## src/hdl/bbc_defs.svh

```systemverilog
// Constants for the bus bar channel handling block
`ifndef BBC_DEFS_SVH
`define BBC_DEFS_SVH

`define BBC_NCH 16
`define BBC_CODE_W 16
// Register word indexes
`define BBC_A_CTRL 4'h0
`define BBC_A_POSU 4'h1
`define BBC_A_POSL 4'h2
`define BBC_A_SHLOC 4'h3
`define BBC_A_THR 4'h4
`define BBC_A_STAT 4'h5
`define BBC_A_MASK 4'h6
`define BBC_A_RES1 4'h7
`define BBC_A_RES2 4'h8
`define BBC_A_CBEN 4'h9
`define BBC_A_EXCL 4'hA
// Control fields
`define BBC_CTRL_W 9
`define BBC_C_SINK 1:0
`define BBC_C_OVER_UNDER_VOLTAGE_PROTECTOR 2
`define BBC_C_CONV 3
`define BBC_C_GO 4
`define BBC_C_PAUSE 5
`define BBC_C_LPF 8:6
`define BBC_SINK_BB 2'h3
// Status bits
`define BBC_ST_W 8
`define BBC_S_ABORT 0
`define BBC_S_DRDY_AUX 1
`define BBC_S_DRDY_CB 2
`define BBC_S_CMPF 3
`define BBC_S_BBF 4
`define BBC_S_OV 5
`define BBC_S_UV 6
`define BBC_S_CBDONE 7
// Reset and forced values
`define BBC_RES_ABORT 8'hFF
`define BBC_THR_RST 16'h0040
`define BBC_LAST_CH 4'hF

`endif

```

## src/hdl/bbc_pkg.sv

```systemverilog
// Types for the bus bar channel handling block
`default_nettype none
`include "bbc_defs.svh"
package bbc_pkg;
    typedef enum logic [1:0] {
        CMP_IDLE = 2'b00,
        CMP_RUN = 2'b01,
        CMP_BB = 2'b10
    } bbc_cmp_t;

    typedef struct packed {
        logic waitQ;
        logic [31:0] rdata;
        logic [`BBC_CTRL_W-1:0] ctrl;
        logic [7:0] posU;
        logic [7:0] posL;
        logic [4:0] shLoc;
        logic [15:0] thr;
        logic [`BBC_ST_W-1:0] stat;
        logic [`BBC_ST_W-1:0] mask;
        logic [7:0] res1;
        logic [7:0] res2;
        logic [`BBC_NCH-1:0] cbOn;
        logic [`BBC_NCH-1:0] fault;
        bbc_cmp_t st;
        logic [3:0] cnt;
        logic signed [16:0] accM;
        logic signed [16:0] accA;
        logic irq;
        logic cellWe;
        logic [3:0] cellChan;
        logic [15:0] cellCode;
        logic sinkEn;
        logic convEn;
        logic cmEn;
        logic [3:0] cmChan;
    } bbc_state_t;

    typedef struct packed {
        logic [`BBC_NCH-1:0] excl;
        logic valid;
    } bbc_chk_t;
endpackage
`default_nettype wire

```

## src/hdl/bbc_pos_if.sv

```systemverilog
// Position masks between the register block and the position checker
`default_nettype none
`include "bbc_defs.svh"
interface bbc_pos_if;
    logic [`BBC_NCH-1:0] posMask;
    logic [`BBC_NCH-1:0] exclMask;
    logic posValid;
    modport owner (output posMask, input exclMask, input posValid);
    modport check (input posMask, output exclMask, output posValid);
endinterface
`default_nettype wire

```

## src/hdl/bbc_pos_check.sv

```systemverilog
// Bus bar position checker: exclusion mask and legality of the marking
`default_nettype none
`include "bbc_defs.svh"
module bbc_pos_check (
    // Clock and reset
    input wire logic clk,
    input wire logic reset,
    // Position masks
    bbc_pos_if.check pos
);
    bbc_pkg::bbc_chk_t s_q;
    bbc_pkg::bbc_chk_t s_d;

    // Count of marked channels
    function automatic logic [4:0] popCount(input logic [`BBC_NCH-1:0] v);
        logic [4:0] n;
        n = 5'h00;
        for (int i = 0; i < `BBC_NCH; i++) begin
            n = n + {4'h0, v[i]};
        end
        return n;
    endfunction

    // Bit i is channel i+1, so the mask is used as is
    always_comb begin
        s_d.excl = pos.posMask;
        s_d.valid = !pos.posMask[0]
            && ((pos.posMask & (pos.posMask >> 1)) == '0)
            && (popCount(pos.posMask) <= 5'h02);
    end

    always_ff @(posedge clk) begin
        if (reset) begin
            s_q <= '0;
        end else begin
            s_q <= s_d;
        end
    end

    assign pos.exclMask = s_q.excl;
    assign pos.posValid = s_q.valid;
endmodule // bbc_pos_check
`default_nettype wire

```

## src/hdl/bbc_top.sv

```systemverilog
// Bus bar channel handling: registers, comparison engine, balancing and protection
`default_nettype none
`include "bbc_defs.svh"
module bbc_top (
    // Clock and reset
    input wire logic clk,
    input wire logic reset,
    // Avalon-MM slave, word addressed
    input wire logic [3:0] address,
    input wire logic read,
    input wire logic write,
    input wire logic [31:0] writedata,
    output logic [31:0] readdata,
    output logic waitrequest,
    // Interrupt
    output logic irq,
    // Comparison read port into the result store
    output logic [3:0] cmpChan,
    input wire logic [15:0] mainCellCode,
    input wire logic [15:0] auxCellCode,
    input wire logic [15:0] bbMainCode,
    input wire logic [15:0] bbAuxCode,
    // Main converter cell results
    input wire logic mainValid,
    input wire logic [3:0] mainChan,
    input wire logic [15:0] mainCode,
    output logic cellWe,
    output logic [3:0] cellChan,
    output logic [15:0] cellCode,
    output logic [2:0] cellLpfSel,
    // Protector comparators
    input wire logic [`BBC_NCH-1:0] ovRaw,
    input wire logic [`BBC_NCH-1:0] uvRaw,
    // Balancing
    input wire logic [`BBC_NCH-1:0] cbTimerExpired,
    input wire logic [`BBC_NCH-1:0] balanceVoltageReached,
    output logic [`BBC_NCH-1:0] balanceSwitch,
    // Analog front-end controls
    output logic mainBbMeasEn,
    output logic auxBbMeasEn,
    output logic busbarSinkEn,
    output logic cmCorrEn,
    output logic [3:0] cmCorrChan
);
    bbc_pkg::bbc_state_t s_q;
    bbc_pkg::bbc_state_t s_d;
    bbc_pos_if posBus ();

    // Magnitude of a signed difference, saturated to 16 bits
    function automatic logic [15:0] absDiff(input logic signed [16:0] a,
                                            input logic signed [16:0] b);
        logic signed [17:0] d;
        d = 18'(a) - 18'(b);
        if (d < 0) begin
            d = -d;
        end
        if (d > 18'sh0FFFF) begin
            return 16'hFFFF;
        end
        return d[15:0];
    endfunction

    // Legality and exclusion of the marked channels
    bbc_pos_check u_check (
        .clk(clk),
        .reset(reset),
        .pos(posBus.check)
    );
    assign posBus.posMask = {s_q.posU, s_q.posL};

    always_comb begin
        logic acc;
        logic wr;
        logic [`BBC_ST_W-1:0] set;
        logic [`BBC_ST_W-1:0] clr;
        logic [`BBC_NCH-1:0] excl;
        logic [`BBC_NCH-1:0] stop;
        logic signed [16:0] mv;
        logic signed [16:0] av;
        acc = 1'b0;
        wr = 1'b0;
        set = '0;
        clr = '0;
        excl = posBus.exclMask;
        stop = '0;
        mv = '0;
        av = '0;
        s_d = s_q;

        // Bus handshake: request seen, then one answer cycle
        acc = (read || write) && !s_q.waitQ;
        wr = write && acc;
        if ((read || write) && s_q.waitQ) begin
            s_d.waitQ = 1'b0;
        end else begin
            s_d.waitQ = 1'b1;
        end
        // Read data is loaded while the answer is prepared
        if (read && s_q.waitQ) begin
            case (address)
                `BBC_A_CTRL: s_d.rdata = 32'({s_q.ctrl});
                `BBC_A_POSU: s_d.rdata = 32'({s_q.posU});
                `BBC_A_POSL: s_d.rdata = 32'({s_q.posL});
                `BBC_A_SHLOC: s_d.rdata = 32'({s_q.shLoc});
                `BBC_A_THR: s_d.rdata = 32'({s_q.thr});
                `BBC_A_STAT: s_d.rdata = 32'({s_q.stat});
                `BBC_A_MASK: s_d.rdata = 32'({s_q.mask});
                `BBC_A_RES1: s_d.rdata = 32'({s_q.res1});
                `BBC_A_RES2: s_d.rdata = 32'({s_q.res2});
                `BBC_A_CBEN: s_d.rdata = 32'({s_q.cbOn});
                `BBC_A_EXCL: s_d.rdata = 32'({posBus.posValid, excl});
                default: s_d.rdata = 32'h0000_0000;
            endcase
        end

        // Register writes take effect at the answer edge
        if (wr) begin
            case (address)
                `BBC_A_CTRL: s_d.ctrl = writedata[`BBC_CTRL_W-1:0];
                `BBC_A_POSU: s_d.posU = writedata[7:0];
                `BBC_A_POSL: s_d.posL = writedata[7:0];
                `BBC_A_SHLOC: s_d.shLoc = writedata[4:0];
                `BBC_A_THR: s_d.thr = writedata[15:0];
                `BBC_A_STAT: clr = writedata[`BBC_ST_W-1:0];
                `BBC_A_MASK: s_d.mask = writedata[`BBC_ST_W-1:0];
                `BBC_A_CBEN: s_d.cbOn = writedata[`BBC_NCH-1:0];
                default: ;
            endcase
        end
        // Go is a strobe; it never reads back as set
        s_d.ctrl[`BBC_C_GO] = 1'b0;

        // Comparison engine
        case (s_q.st)
            bbc_pkg::CMP_IDLE: begin
                if (wr && address == `BBC_A_CTRL && writedata[`BBC_C_GO]) begin
                    // Illegal marking or stopped converters refuse the run
                    if (!posBus.posValid || !s_q.ctrl[`BBC_C_CONV]) begin
                        set[`BBC_S_ABORT] = 1'b1;
                        set[`BBC_S_DRDY_AUX] = 1'b1;
                        set[`BBC_S_DRDY_CB] = 1'b1;
                        s_d.res1 = `BBC_RES_ABORT;
                        s_d.res2 = `BBC_RES_ABORT;
                    end else begin
                        s_d.st = bbc_pkg::CMP_RUN;
                        s_d.cnt = '0;
                        s_d.fault = '0;
                        s_d.accM = '0;
                        s_d.accA = '0;
                    end
                end
            end
            bbc_pkg::CMP_RUN: begin
                // Channel above a marked one is compared with the marked channel's codes added in
                mv = 17'(signed'(mainCellCode)) + s_q.accM;
                av = 17'(signed'(auxCellCode)) + s_q.accA;
                if (excl[s_q.cnt]) begin
                    // Balance path of a bus bar channel is open: fold into next cell
                    s_d.accM = 17'(signed'(mainCellCode));
                    s_d.accA = 17'(signed'(auxCellCode));
                end else begin
                    s_d.accM = '0;
                    s_d.accA = '0;
                    s_d.fault[s_q.cnt] = absDiff(mv, av) > s_q.thr;
                end
                if (s_q.cnt == `BBC_LAST_CH) begin
                    s_d.st = bbc_pkg::CMP_BB;
                end else begin
                    s_d.cnt = s_q.cnt + 4'h1;
                end
            end
            bbc_pkg::CMP_BB: begin
                // Dedicated bus bar channel: main against auxiliary result
                set[`BBC_S_BBF] = absDiff(17'(signed'(bbMainCode)),
                                          17'(signed'(bbAuxCode))) > s_q.thr;
                set[`BBC_S_CMPF] = |s_q.fault;
                set[`BBC_S_DRDY_AUX] = 1'b1;
                set[`BBC_S_DRDY_CB] = 1'b1;
                s_d.res1 = s_q.fault[7:0];
                s_d.res2 = s_q.fault[15:8];
                s_d.st = bbc_pkg::CMP_IDLE;
            end
            default: s_d.st = bbc_pkg::CMP_IDLE;
        endcase

        // Protectors ignore marked channels
        if (s_q.ctrl[`BBC_C_OVER_UNDER_VOLTAGE_PROTECTOR]) begin
            set[`BBC_S_OV] = |(ovRaw & ~excl);
            set[`BBC_S_UV] = |(uvRaw & ~excl);
        end

        // Balancing stops on timer or voltage, whichever first; paused holds all
        stop = cbTimerExpired;
        stop = stop | (balanceVoltageReached & ~excl);
        if (!s_q.ctrl[`BBC_C_PAUSE] && !(wr && address == `BBC_A_CBEN)) begin
            // Bus bar channel switch only leaves on its own timer
            s_d.cbOn = s_q.cbOn & ~stop;
            set[`BBC_S_CBDONE] = (s_q.cbOn != '0) && (s_d.cbOn == '0);
        end

        // Sticky status: a new event wins over a clear in the same cycle
        s_d.stat = (s_q.stat & ~clr) | set;
        s_d.irq = |(s_d.stat & s_d.mask);

        // Cell results pass on unchanged, bus bar channel included
        s_d.cellWe = mainValid;
        s_d.cellChan = mainChan;
        s_d.cellCode = mainCode;

        // Front-end controls follow the settings
        s_d.convEn = s_d.ctrl[`BBC_C_CONV];
        s_d.sinkEn = s_d.ctrl[`BBC_C_SINK] == `BBC_SINK_BB;
        s_d.cmEn = s_d.shLoc != 5'h00;
        s_d.cmChan = 4'(s_d.shLoc - 5'h01);
    end

    // State register
    always_ff @(posedge clk) begin
        if (reset) begin
            s_q <= '0;
            s_q.waitQ <= 1'b1;
            s_q.thr <= `BBC_THR_RST;
            s_q.st <= bbc_pkg::CMP_IDLE;
        end else begin
            s_q <= s_d;
        end
    end

    // Outputs straight from the state register
    assign readdata = s_q.rdata;
    assign waitrequest = s_q.waitQ;
    assign irq = s_q.irq;
    assign cmpChan = s_q.cnt;
    assign cellWe = s_q.cellWe;
    assign cellChan = s_q.cellChan;
    assign cellCode = s_q.cellCode;
    assign cellLpfSel = s_q.ctrl[`BBC_C_LPF];
    assign balanceSwitch = s_q.cbOn;
    assign mainBbMeasEn = s_q.convEn;
    assign auxBbMeasEn = s_q.convEn;
    assign busbarSinkEn = s_q.sinkEn;
    assign cmCorrEn = s_q.cmEn;
    assign cmCorrChan = s_q.cmChan;
endmodule // bbc_top
`default_nettype wire

```

## config.mk

```make
export PLATFORM = sky130hd
export DESIGN_NAME = bbc_top
export DESIGN_NICKNAME = d
export VERILOG_FILES = /design/src/hdl/bbc_pkg.sv /design/src/hdl/bbc_pos_if.sv /design/src/hdl/bbc_pos_check.sv /design/src/hdl/bbc_top.sv
export VERILOG_INCLUDE_DIRS = /design/src /design/src/hdl
export SDC_FILE = /design/constraint.sdc
export NUM_CORES = 1
export LEC_CHECK = 0
export ABC_AREA = 1
export BUFFER_PORTS_ARGS = -buffer_cell sky130_fd_sc_hd__buf_2
export CORE_MARGIN = 4
export CORE_UTILIZATION = 40
export DETAILED_ROUTE_END_ITERATION = 10
export GPL_TIMING_DRIVEN = 0
export PLACE_DENSITY = 0.64
export SYNTH_ARGS = -nofsm -noshare
export SYNTH_HDL_FRONTEND = slang
export SYNTH_SLANG_ARGS = --single-unit
```

## constraint.sdc

```tcl
create_clock -name clk -period 9.6 [get_ports clk]
set_input_delay 1.92 -clock clk [delete_from_list [all_inputs] [get_ports clk]]
set_output_delay 1.92 -clock clk [all_outputs]
set_load 0.02 [all_outputs]
```

## Yosys cells after proc, flatten, opt, wreduce, memory -nomap -nowiden

Cells that the tools add are included.

- Bits in registers: 228
- Input bits: 189
- Output and inout bits: 86
- Word-level logic and storage cells: 192

- Add/subtract/negate cells: 23
- Order comparisons: 9
- Eq/ne operators: 20
- Mux-type cells: 56
- Bitwise logic cells: 12
- Reductions and logical operators: 44

Operators with widths:

| kind | count |
|---|---|
| two-way mux 16 bit | 14 |
| one-hot mux 17 bit (11 select lines) | 1 |
| two-way mux 56 bit | 2 |
| two-way mux 18 bit | 5 |
| one-hot mux 38 bit (2 select lines) | 1 |
| adder 5 x 1 -> 5 bit | 14 |
| bitwise AND 16 bit | 4 |
| one-hot mux 16 bit (2 select lines) | 2 |
| two-way mux 8 bit | 6 |
| OR reduction 16 bit | 3 |
| two-way mux 41 bit | 1 |
| greater-than comparator 18 x 17 -> 1 bit, second input constant | 2 |
| adder 16 x 17 -> 17 bit | 2 |
| two-way mux 34 bit | 1 |
| greater-than comparator 16 bit | 2 |
| zero test 16 bit | 2 |
| NOT 16 bit | 2 |
| less-than comparator 18 x 1 -> 1 bit, second input constant | 1 |
| negation 17 -> 18 bit | 1 |
| negation 18 bit | 1 |
| subtractor 17 x 17 -> 18 bit | 1 |
| less-than comparator 17 x 1 -> 1 bit, second input constant | 1 |
| subtractor 16 x 16 -> 17 bit | 1 |
| bitwise AND 16 x 15 -> 16 bit | 1 |
| 38 further kinds | 93 |

## Longest topological paths before layout

- Word-level depth: 17
- Gate-level depth with buffers: 40
- Mapped depth without buffers: 38

## Hierarchy

From an unflattened synthesis, not the netlist that was laid out.

- Cells, all modules: 2303
- Area, all modules: 15168.3 um^2

Modules (own cells, without submodules):

| module | instances | cells each | area an instance (um^2) |
|---|---|---|---|
| bbc_top | 1 | 2189 | 14216.1 |
| bbc_pos_check | 1 | 114 | 952.2 |

## Worst setup path before layout

OpenSTA, ideal clock, no wires.

- Kind: in2reg
- Start point: input mainCellCode[0]
- End point: register s_q[75] in the netlist's numbering
- Library setup time: 0.070 ns
- Data arrival time: 6.776 ns
- Required time: 9.530 ns
- Path slack: 2.754 ns
- Cell stages on the path: 38
- Buffers on the path: 2
- Cell sequence: ha_1 inv_1 fa_1 nand3b_1 a21oi_1 nor2_1 o21ai_0 nand2_1 a21oi_1 nand3_1 nand2_1 xor2_1 ha_1 nand2_1 inv_1 nand2_1 inv_1 a21oi_1 [2 not listed] nand2_1 nor2_2 nand2_1 nand2_1 nand3_1 nand3_4 buf_12 nand2_2 ha_1 nand3_1 o211ai_1 a21oi_1 o21bai_1 nand2_1 a21oi_1 buf_2 nand3_1 a21oi_1

- Longest elaborated chain between the ends: 17

Ends and longest elaborated chain:

| element | RTL line | text |
|---|---|---|
| from (decl) | bbc_top.sv:19 | `input wire logic [15:0] mainCellCode,` |
| adder 16 x 17 -> 17 bit (*) | bbc_top.sv:155 | `mv = 17'(signed'(mainCellCode)) + s_q.accM;` |
| subtractor 17 x 17 -> 18 bit (*) | bbc_top.sv:53 | `d = 18'(a) - 18'(b);` |
| negation 18 bit / less-than comparator 18 x 1 -> 1 bit (equally long branches) | bbc_top.sv:55, bbc_top.sv:54 |  |
| two-way mux 18 bit (*) | bbc_top.sv:54 | `if (d < 0) begin` |
| two-way mux 18 bit (*) | bbc_top.sv:157 | `if (excl[s_q.cnt]) begin` |
| two-way mux 18 bit (*) | bbc_top.sv:134 | `case (s_q.st)` |
| greater-than comparator 18 x 17 -> 1 bit | bbc_top.sv:57 | `if (d > 18'sh0FFFF) begin` |
| two-way mux 1 bit | bbc_top.sv:57 |  |
| two-way mux 1 bit | bbc_top.sv:157 |  |
| two-way mux 1 bit | bbc_top.sv:134 |  |
| two-way mux 16 bit (*) | bbc_top.sv:60 | `return d[15:0];` |
| two-way mux 16 bit (*) | bbc_top.sv:157 |  |
| two-way mux 16 bit (*) | bbc_top.sv:134 |  |
| greater-than comparator 16 bit (*) | bbc_top.sv:164 | `s_d.fault[s_q.cnt] = absDiff(mv, av) > s_q.thr;` |
| bitwise mux 16 bit (*) | bbc_top.sv:164 |  |
| two-way mux 16 bit (*) | bbc_top.sv:157 |  |
| one-hot mux 16 bit (2 select lines) (*) | bbc_top.sv:134 |  |
| to (decl) | bbc_top.sv:45 | `bbc_pkg::bbc_state_t s_q;` |

Every way passes the cells marked *; elsewhere a longest branch is shown, timed or not. The select of a mux whose other input is x is not followed.
A chain may end at the register's enable or synchronous reset.

## Final worst setup path

Ends and elaborated chain as after synthesis.

==> results.md <==
- Status: complete, no violations
- Rows: 71
- CP Capture Type: flip-flop
- CTS sink count: 210
- Met1 Use GR: 0.322
- Hold depth: 2
- # diodes: 0
- Port Buf Inserts: around 240
- Worst slew margin: 0.443
- Antenna Nets Post-Route: 0
- Global Route met3 Usage: 0.0368
- Required @ worst endpoint: 10050 ps
- Hold Path End: s_q[56]
- Via count: about 16000
- Multi-input combinational cell area: 0.00899 mm^2
- Met2 global-route usage: 0.419
- DR DRC count: 0
- RSZ-0062 raised after global routing: false
- Main synth FF type: dfxtp_1
- Cell count after synthesis: 2339
- Total CTS buffers: 26
- Reg2Reg Capture Point: s_q[75]
- Post-layout minimum cycle time: ~7600 ps
- Setup skew after layout: 30.6 ps
- Ports: 275
- Hold Fails Final Rpt: 0
- Largest cells by area after synthesis: dfxtp_1, nand2_1, ha_1, inv_1, a21oi_1
- Switch share: 0.315
- Net load switching power: 770 uW
- Startpoint class of the critical path: primary input
- Crit path kind: in -> reg
- Core area: 0.0378 mm^2
- Drt total wl: 53000 um
- Vias per inst: about 5
- Final Instance Count excl. Fillers: 3150
- Clock Pin Slew Worst Setup and Hold Paths: around 60 ps
- Most numerous cell in the Yosys netlist: nand2_1
- Critical path's slowest cell: a21oi_1
- Final worst-path cycle share: 0.795
- Share of synthesized registers carrying an async set or reset: 0
- Clock Power Share: 0.396
- Slew Limit Fails: 0
- Crit path DAT: 8080 ps
- Max VDD drop: 104 uV
- Sequential Power Share: 0.363
- # H-tree levels: 1
- Worst r2r path cells: 38
- Placer Congestion: between 0.9 and 1
- Hold slack: between 400 and 500 ps
- Post CTS Setup Buffer Count: 0
- CTS resizes: 0
- GRT Residual Overflow: 0
- Initial antenna violation count: 0
- Syn_area_per_cell: 6.59 um^2
- DR iter-0 viols: approximately 1300
- Share of layout cells above drive strength 1: 0.164
- Hpwl dp: around 43000 um
- Crit Path Max Fanout: 10
- Commonest cells in the netlist: nand2_1, inv_1, dfxtp_1, nor2_1, a21oi_1
- Total track usage: 0.244
- R2R Setup Slk: between 3000 and 4000 ps
- Measured slew at the worst slew-check pin: roughly 840 ps
- Hold Crit Start: s_q[56]
- Post-synth EDFFs: 0
- Worst Hold Class: reg -> reg
- Nets@finish: 2938
- Synth warnings: 0
- Final worst slack: about 2000 ps
- CTS tree: yes
- Cell repeated most along the worst path: nand2_1
- Hold_buf cts: 0
- Reg-to-Reg Start: s_q[46]
- Vias in the first global route: roughly 15000
- Setup-failing EPs final: 0
- Largest net degree at the start of global routing: 14
- LEAKAGE: 9.17 nW
- Combinational group share of total power: 0.241
- Core Util, Final: 0.479
- Routed wire length per instance: 16.8 um
- F_max: 131 MHz
- Chip Width: 204 um
- DRT Pass-1 Iters: 5
- Number of fill cells: slightly below 4000
- Crit-path max cell delay: 520 ps
- Power per cell area: 134 mW/mm^2
- Reg area: 0.00420 mm^2
- Clk Latency, worst-skew pair: 550 ps
- Dominant cell type by area after synthesis: dfxtp_1
- Die Ht: 204 um
- Post-synth top area share: 0.273
- Cell-internal power: 1.67 mW
- Mapped cell area: ~0.015 mm^2
- Die area: 0.0417 mm^2
- Maximum clock insertion buffer count: 3
- MaxCap Viol Count: 0
- TNS Setup: 0 ps
- First-pass GRT wire length: 81900 um
- Clock Tree Root: clkbuf_16
- Starting Density: 0.407
- Critical path origin: mainCellCode[0]
- Post-synthesis sequential area ratio: 0.273
- GR peak layer: met2
- Dpl cells: 3107
- Synthesis-to-layout area growth: 17.7%
- Netlist cell types: 56
- Synth Register Bits: 210
- Pre-CTS setup slack: 1470 ps
[cells in the final DEF, fill, tap and decap left out, drive strengths merged, types with 28 or more instances in the layout]
master  netlist  routed
a21oi       182     182
buf          94     337
clkbuf       45      78
dfxtp       210     210
ha          111     111
inv         373     373
nand2       582     582
nand3       148     148
nand4        28      28
nor2        203     203
o21ai       125     125
o22ai        30      30
xor2         36      36
[through the flow]
| stage | area, um^2 | power (mW) |
|---|---|---|
| finish | 18100 | 2.44 |
| global route | 18100 | 2.57 |
| CTS | 18100 | 2.45 |
| detailed placement | 17300 | 1.49 |
| global placement | 17300 | 1.47 |
| floorplan | 15500 | 1.33 |
[worst max path at each step]
| stage | cells after the start | endpoint | slack (ps) |
|---|---|---|---|
| floorplan | 38 | s_q[75] | 2750 |
| global placement | 39 | s_q[84] | 1610 |
| detailed placement | 39 | s_q[80] | 1470 |
| CTS | 39 | s_q[75] | 2000 |
| global route | 39 | s_q[75] | 1210 |
| finish | 39 | s_q[75] | 1970 |
[routing by layer]
metal | share of wire | vias to the layer above
li1 | - | 8107
met4 | 0.025 | 0
met5 | 0 | -
met2 | 0.46 | 549
met3 | 0.074 | 70
met1 | 0.44 | 7300
[final cells by class]
type                    count  share of cell area
inverters                 376              0.0778
plain buffers             139              0.0471
clock buffers              33              0.0390
flip-flops and latches    210               0.232
repair buffers            243              0.0670
well taps                 511              0.0352
multi-input cells        1628               0.496
clock inverters            10             0.00641
[flip-flops by register name (all words and copies together), names as in the netlist, 3 cells and up]
name and count:
s_q 108, readdata 17, balanceSwitch 16, cellCode 16, posBus.posMask 16, u_check.pos.exclMask 16, cellChan 4, cmCorrChan 4
cmpChan 4, cellLpfSel 3
[cell families (layout without fill, tap and decap cells)]
| group | after synthesis | after routing | synth area share |
|---|---|---|---|
| AO/OA/AOI/OAI | 433 | 433 | 0.164 |
| flip-flops | 210 | 210 | 0.273 |
| other | 1 | 15 | 0.000243 |
| XOR/XNOR | 52 | 52 | 0.0295 |
| adder cells (fa/ha/maj) | 125 | 125 | 0.108 |
| AND/OR/NAND/NOR | 1003 | 1003 | 0.278 |
| buffers and inverters | 515 | 801 | 0.147 |
[worst max-delay path, delay by kind of cell]
family | cells | cell delay [ps]
AOI/OAI and AO/OA | 9 | 1970
and+or+nand+nor | 19 | 1900
xor gates and xnor gates | 1 | 260
adders and majority gates | 4 | 1230
buffers and inverters | 6 | 780
[power by group through the flow]
stage / combinational [mW] / clock (mW) / sequential, mW
floorplan: 0.422 / 0 / 0.904
global placement: 0.568 / 0 / 0.905
detailed placement: 0.584 / 0 / 0.905
CTS: 0.587 / 0.980 / 0.886
global route: 0.671 / 1.01 / 0.887
finish: 0.587 / 0.966 / 0.886
Power figures use the tool's default switching activity.
